==> config.mk <==
export PLATFORM = sky130hd
export DESIGN_NAME = pcf_clock_fanout
export DESIGN_NICKNAME = d
export VERILOG_FILES = /design/src/pcf_pkg.sv /design/src/pcf_clock_fanout.sv
export VERILOG_INCLUDE_DIRS = /design/src
export SDC_FILE = /design/constraint.sdc
export NUM_CORES = 1
export LEC_CHECK = 0
export ABC_AREA = 1
export BUFFER_PORTS_ARGS = -buffer_cell sky130_fd_sc_hd__buf_2
export CORE_MARGIN = 10
export CORE_UTILIZATION = 40
export CTS_CLUSTER_DIAMETER = 60
export CTS_CLUSTER_SIZE = 25
export DETAILED_ROUTE_END_ITERATION = 6
export GPL_TIMING_DRIVEN = 0
export PLACE_DENSITY = 0.57
export SETUP_SLACK_MARGIN = 0.02
export SYNTH_ARGS = -nofsm -noshare
export SYNTH_HDL_FRONTEND = slang
export SYNTH_SLANG_ARGS = --single-unit
==> constraint.sdc <==
create_clock -name i_clk -period 4.69 [get_ports i_clk]
set_input_delay 0.938 -clock i_clk [delete_from_list [all_inputs] [get_ports i_clk]]
set_output_delay 0.938 -clock i_clk [all_outputs]
set_load 0.02 [all_outputs]
==> src/pcf_regs.svh <==
// Named constants for the gated clock fanout block
`ifndef PCF_REGS_SVH
`define PCF_REGS_SVH
`define PCF_SYS_CLK_KHZ     40000
`define PCF_STAB_TIME_US    1000
`define PCF_STAB_CYCLES     ((`PCF_STAB_TIME_US * `PCF_SYS_CLK_KHZ) / 1000)
`define PCF_BANK_A_WIDTH    5
`define PCF_BANK_B_WIDTH    4
`define PCF_PERIOD_WIDTH    16
`define PCF_LOCK_WIDTH      20
`endif

==> src/pcf_pkg.sv <==
// Types for the gated clock fanout block
package pcf_pkg;
  typedef enum logic {
    PCF_ACQUIRE,
    PCF_LOCKED
  } pcf_lock_state_e;
endpackage

==> src/pcf_clock_fanout.sv <==
// Clock fanout with two gated banks, feedback output and lock wait
// Overview of operation
// - Nine copies: bank of five, bank of four
// - Bank A enable low holds outputs low
// - Bank A enable high: outputs follow reference
// - Bank B enable low holds outputs low
// - Bank B enable high: outputs follow reference
// - Feedback output ungated, toggles while reference runs
// - Outputs regenerated at fifty percent duty once locked without bypass
// - Feedback aligned to reference edges
// - Stabilization wait after start or change
// - Lock reached after stabilization time
// - Bypass strap buffers reference straight out
// - Reference low forces all clock outputs low in bypass or before lock
`timescale 1ns/1ps
`include "pcf_regs.svh"
module pcf_clock_fanout
  import pcf_pkg::*;
#(
  parameter int unsigned STAB_CYCLES = `PCF_STAB_CYCLES,
  parameter int unsigned PW          = `PCF_PERIOD_WIDTH,
  parameter int unsigned LW          = `PCF_LOCK_WIDTH
) (
  input  wire logic                          i_clk,
  input  wire logic                          i_rst,
  input  wire logic                          i_ref_clk,
  input  wire logic                          i_loop_feedback_in,
  input  wire logic                          i_bank_a_enable,
  input  wire logic                          i_bank_b_enable,
  input  wire logic                          i_analog_supply_bypass_strap,
  output logic [`PCF_BANK_A_WIDTH-1:0]       o_bank_a_clk_out,
  output logic [`PCF_BANK_B_WIDTH-1:0]       o_bank_b_clk_out,
  output logic                               o_loop_feedback_out,
  output logic                               o_lock_valid
);

  localparam logic [LW-1:0] LOCK_DONE = LW'(STAB_CYCLES);
  localparam logic [PW-1:0] PER_MAX   = '1;

  logic            ref_q;
  logic            fb_q;
  logic [PW-1:0]   ref_cnt;
  logic [PW-1:0]   period;
  logic [PW-1:0]   phase;
  logic [PW-1:0]   fb_gap;
  logic [LW-1:0]   lock_cnt;
  pcf_lock_state_e state;

  wire            ref_rise  = i_ref_clk & ~ref_q;
  wire            fb_rise   = i_loop_feedback_in & ~fb_q;
  wire [PW-1:0]   new_per   = (ref_cnt == PER_MAX) ? PER_MAX : PW'(ref_cnt + 1'b1);
  wire            per_chg   = ref_rise && (new_per != period);
  wire [PW-1:0]   fb_limit  = PW'({period, 1'b0});
  wire            fb_lost   = (state == PCF_LOCKED) && (fb_gap > fb_limit);
  wire            restart   = per_chg | fb_lost;
  wire            ref_stop  = (ref_cnt >= period);
  wire            synth_hi  = (phase < (period >> 1)) && !ref_stop;
  wire            locked    = (state == PCF_LOCKED);
  wire            next_core = (i_analog_supply_bypass_strap || !locked) ? i_ref_clk
                                                                        : synth_hi;
  wire            next_a    = next_core & i_bank_a_enable;
  wire            next_b    = next_core & i_bank_b_enable;

  // Reference period measurement and phase
  always_ff @(posedge i_clk or posedge i_rst) begin
    if (i_rst) begin
      ref_q   <= 1'b0;
      fb_q    <= 1'b0;
      ref_cnt <= '0;
      period  <= '0;
      phase   <= '0;
    end else begin
      ref_q   <= i_ref_clk;
      fb_q    <= i_loop_feedback_in;
      ref_cnt <= ref_rise ? '0 : new_per;
      period  <= ref_rise ? new_per : period;
      phase   <= ref_rise ? '0 : new_per;
    end
  end

  // Feedback edge supervision
  always_ff @(posedge i_clk or posedge i_rst) begin
    if (i_rst) begin
      fb_gap <= '0;
    end else begin
      fb_gap <= (fb_rise || !locked) ? '0 : ((fb_gap == PER_MAX) ? PER_MAX : PW'(fb_gap + 1'b1));
    end
  end

  // Lock wait counter
  always_ff @(posedge i_clk or posedge i_rst) begin
    if (i_rst) begin
      lock_cnt <= '0;
      state    <= PCF_ACQUIRE;
    end else begin
      unique case (state)
        PCF_ACQUIRE: begin
          lock_cnt <= restart ? '0 : LW'(lock_cnt + 1'b1);
          if (!restart && (lock_cnt == LOCK_DONE - 1'b1)) begin
            state <= PCF_LOCKED;
          end
        end
        PCF_LOCKED: begin
          if (restart) begin
            lock_cnt <= '0;
            state    <= PCF_ACQUIRE;
          end
        end
      endcase
    end
  end

  // Output drivers
  always_ff @(posedge i_clk or posedge i_rst) begin
    if (i_rst) begin
      o_bank_a_clk_out    <= '0;
      o_bank_b_clk_out    <= '0;
      o_loop_feedback_out <= 1'b0;
      o_lock_valid        <= 1'b0;
    end else begin
      o_bank_a_clk_out    <= {`PCF_BANK_A_WIDTH{next_a}};
      o_bank_b_clk_out    <= {`PCF_BANK_B_WIDTH{next_b}};
      o_loop_feedback_out <= next_core;
      o_lock_valid        <= locked;
    end
  end
endmodule // pcf_clock_fanout

### Word-level counts from Yosys, hierarchy flattened

Index checks and enable logic that the tools add are counted.

* add/subtract/negate cells: 3
* eq/ne operators: 5
* reductions and logical operators: 9
* bitwise operators: 8
* $lt $le $gt $ge: 3
* muxes and demuxes: 11

Operators by type and width (number)
* two-way mux 16 bit: 4
* two-way mux 20 bit: 2
* case mux 20 bit (2 select lines): 1
* adder 16 x 1 -> 16 bit (second input constant): 2
* == test 16 bit (second input constant): 2
* adder 20 x 1 -> 20 bit (second input constant): 1
* == test 20 x 16 -> 1 bit (second input constant): 1
* >= comparator 16 bit: 1
* greater-than comparator 16 bit: 1
* less-than comparator 16 x 15 -> 1 bit: 1
* != test 16 bit: 1
* AND 1 bit: 4
* logical AND 1 bit: 4
* zero test 1 bit: 3
* two-way mux 1 bit: 3
* inverter 1 bit: 3
* logical OR 1 bit: 2
* != test 2 x 1 -> 1 bit (second input constant): 1
* case mux 1 bit (2 select lines): 1
* OR 1 bit: 1

* bits in registers: 75
* input port bits: 7
* output and inout port bits: 11

### Longest topological paths before layout

* word-level depth: 9
* gate-level depth with buffers: 18

### Least setup slack after synthesis

Ideal clock, no wire load.

* kind: reg2reg
* start: register phase[1] (netlist name)
* end: register lock_cnt[18]
* setup slack: 2.639 ns
* buffers on the path: 2
* cell stages (with the launch flop): 19
* data required time: 4.571 ns
* arrival: 1.932 ns
* clock period less this slack: 2.051 ns
* cell sequence: dfrtp_1 -> ha_1 -> nand2_1 -> nor2_2 -> nand2_1 -> nor2_2 -> nor2_1 -> nand2_1 -> nand2_1 -> nand2_1 -> inv_1 -> nand2_1 -> nor2_1 -> nand3_1 -> nand2_2 -> buf_6 -> buf_6 -> nand2_1 -> nand2_1

RTL lines
* end signal, assigned: line pcf_clock_fanout.sv:98 `lock_cnt <= restart ? '0 : LW'(lock_cnt + 1'b1);`
* end, declared: line pcf_clock_fanout.sv:46 `logic [LW-1:0] lock_cnt;`

==> summary.md <==
| Metric | Value |
|---|---|
| Layout fillers | `1,268` |
| Std-Cell Rows | `41` |
| ANT cells | `0` |
| Finished Layout Cells | `913` |
| Share of the synthesized area in the top cell type | `35.46%` |
| Setup tns final | `0 ns` |
| Via-to-Cell Ratio | `5.102` |
| Synth area leader | `dfrtp_1` |
| Initial antenna violation count | `0` |
| Reg-to-reg startpoint | `phase[1]` |
| CP Capture Type | `flop` |
| Critical Setup Path Class | `reg2reg` |
| Slew @ Worst Pin | `0.6678 ns` |
| Post-synth cell types | `37` |
| Final Max Tran Viols | `0` |
| Synth warn | `0` |
| Final Critical Period | `roughly 2.6 ns` |
| Power share of the clock group | `36.1%` |
| Setup violations, final | `0` |
| Number of global-route vias before repair | `4,575` |
| Share of post-route cells with drive strength above 1 | `8.232%` |
| P_leak | `about 3.0 nW` |
| Mapped Area | `0.005293 mm^2` |
| Req. time, crit path | `4.97 ns` |
| Die X | `135.0 um` |
| Initial DRC count | `313` |
| PortBufs | `17` |
| Net Sw Power | `0.6595 mW` |
| Post-synthesis area per instance | `~7.5 um^2` |
| Worst Hold Launch | `locked` |
| Post-synth EDFFs | `0` |
| Final nets | `791` |
| Wire length per cell | `14.21 um` |
| Fmax | `382.7 MHz` |
| H-tree Lvls | `3` |
| Post-route DRC | `0` |
| PnR worst setup slack | `2.077 ns` |
| Post-synth top cells | `182 x nand2_1, 81 x inv_1, 75 x dfrtp_1` |
| PnR Total Power | `1.948 mW` |
| Worst-path fanout max | `10` |
| Area delta synth->final | `11.94%` |
| Seq pwr share | `37.9%` |
| Crit path launch type | `flop` |
| GRT Residual Overflow | `0` |
| Final instance area | `0.005924 mm^2` |
| Placed Area | `0.005623 mm^2` |
| RSZ-0062 raised after global routing | `false` |
| Top-count cell post-synth | `nand2_1` |
| Clock Path Buffers | `2` |
| Total Die Area | `about 0.018 mm^2` |
| Core region area | `0.01277 mm^2` |
| All-Layer GR Usage | `14.92%` |
| Synth top area cells | `dfrtp_1 35%, nand2_1 13%, ha_1 11%, inv_1 5.7%, nand4_1 4.4%` |
| Post-Synthesis Cells | `roughly 700` |
| Die height | `135.0 um` |
| Clk sinks | `75` |
| Critical path startpoint | `phase[1]` |
| # resized after CTS | `0` |
| Vias after detailed routing | `4,658` |
| CTS Buf Count | `9` |
| Largest net degree at the start of global routing | `56` |
| DRT Pass-1 Iters | `5` |
| Worst slack, placed | `2.078 ns` |
| CTS tree | `done` |
| Post-CTS Setup Inserts | `0` |
| Hold-fix buffers, CTS | `0` |
| Max-cap violations | `0` |
| Worst Skew | `0.006049 ns` |
| Pint | `roughly 1.3 mW` |
| Endpoints failing hold | `0` |
| Rel. slew slack | `55.07%` |
| Async set or reset register ratio after synthesis | `100.0%` |
| Fin crit share | `55.71%` |
| Initial Util | `between 40 and 50%` |
| Routed WL | `12.98 mm` |
| GP Congestion | `0.9082` |
| Crit path arrival time | `just under 3 ns` |
| Clk Latency, worst-skew pair | `0.34 ns` |
| Num ports | `18` |
| Worst VDD drop | `slightly above 0.2 mV` |
| Status | `finished clean` |
| Syn Nets | `762` |
| Pwr Density | `between 300 and 400 mW/mm^2` |
| Logic pwr share | `25.9%` |
| Antenna-violating nets left | `0` |
| Top FF cell, synth | `dfrtp_1` |
| DP Wirelength | `9.851 mm` |
| Cell count after placement | `897` |
| Seq cells post-synth | `75` |
| Clock root buffer | `clkbuf_16` |
| Worst min-delay path class | `reg2reg` |
| First-pass GRT wire length | `22.22 mm` |
| Sequential-to-total area share from yosys stat | `35.46%` |
| Switching share of power | `about a third` |
| CTS clk-pin slew, worst paths | `about 0.060 ns` |
-- cells by family after synthesis --
logic type      count (synthesis)  synth area share [%]
compound gates                 89                 9.291
xor+xnor                       27                 4.468
fa+ha+maj                      48                 11.35
buf+inv                       107                 8.747
flops                          75                 35.46
simple gates                  361                 30.69
-- layout by cell type (no fill, tap or decap), types with 10 or more instances in the layout --
master and instances:
xor2_1 20, buf_2 18, nor3_1 10, nor2_1 61, dfrtp_1 75, ha_1 48
inv_1 80, nand2_1 182, nand4_1 37, nand3_1 44, a21oi_1 43, o21ai_0 28
clkbuf_1 11
-- final timing paths --
kind                                       end  slack, ns  cells past startpoint
max                                lock_cnt[2]       2.08                     17
min                               o_lock_valid       0.47                      0
max in group asynchronous             phase[4]       3.56                      3
min in group asynchronous  o_bank_b_clk_out[0]       0.56                      2
min reg2reg                       o_lock_valid       0.47                      0
max reg2reg                        lock_cnt[2]       2.08                     17
-- final cells by class --
class / instances / area [um^2] / area share, %
repair buffers: 18 / 112.6 / 1.901
inverters: 83 / 314.1 / 5.301
plain buffers: 24 / 151.4 / 2.555
multi-input cells: 525 / 2953 / 49.84
flip-flops and latches: 75 / 1877 / 31.68
clock buffers: 9 / 225.2 / 3.801
well taps: 172 / 215.2 / 3.633
clock inverters: 7 / 76.32 / 1.288
-- critical path, stage by stage (launching register included) --
cell     delay [ns]
dfrtp_1        0.42
ha_1           0.25
nand2_1        0.08
nor2_2         0.21
nand2_1        0.16
nor2_2         0.21
nor2_1         0.11
nand2_1        0.07
nand2_1        0.04
nor2_1         0.12
nand2_1        0.07
nor2_1         0.14
nand3_1        0.12
nand2_2        0.10
buf_6          0.16
buf_6          0.16
nand2_1        0.06
nand2_1        0.07
-- state kept, by name, indices dropped and copies added (netlist names), 16 cells and up --
| name | cells |
|---|---|
| fb_gap | 16 |
| phase | 16 |
| period | 16 |
| lock_cnt | 20 |
-- metrics by stage --
| stage | utilization [%] | hold WS [ns] |
|---|---|---|
| 6_report | 46.38 | 0.4736 |
| 5_1_grt | 46.38 | 0.4953 |
| 4_1_cts | 46.38 | 0.4652 |
| 3_5_place_dp | 44.02 | 0.4509 |
| 3_3_place_gp | 43.78 | 0.4469 |
| 2_1_floorplan | - | 0.4078 |
-- layer usage --
metal	up-vias	track usage (%)	part of all wire, %
met5	-	0	0
met4	0	5.801	2.1
met3	22	1.892	2.7
met2	77	24.26	46
met1	2161	19.65	49
li1	2398	-	-
-- power by group through the flow --
| stage | Combinational (mW) | Sequential (mW) | Clock (mW) |
|---|---|---|---|
| finish | 0.505 | 0.739 | 0.704 |
| global route | 0.587 | 0.747 | 0.743 |
| CTS | 0.510 | 0.738 | 0.718 |
| detailed placement | 0.507 | 0.750 | 0 |
| global placement | 0.491 | 0.748 | 0 |
| floorplan | 0.366 | 0.741 | 0 |
(Power assumes the default switching activity.)
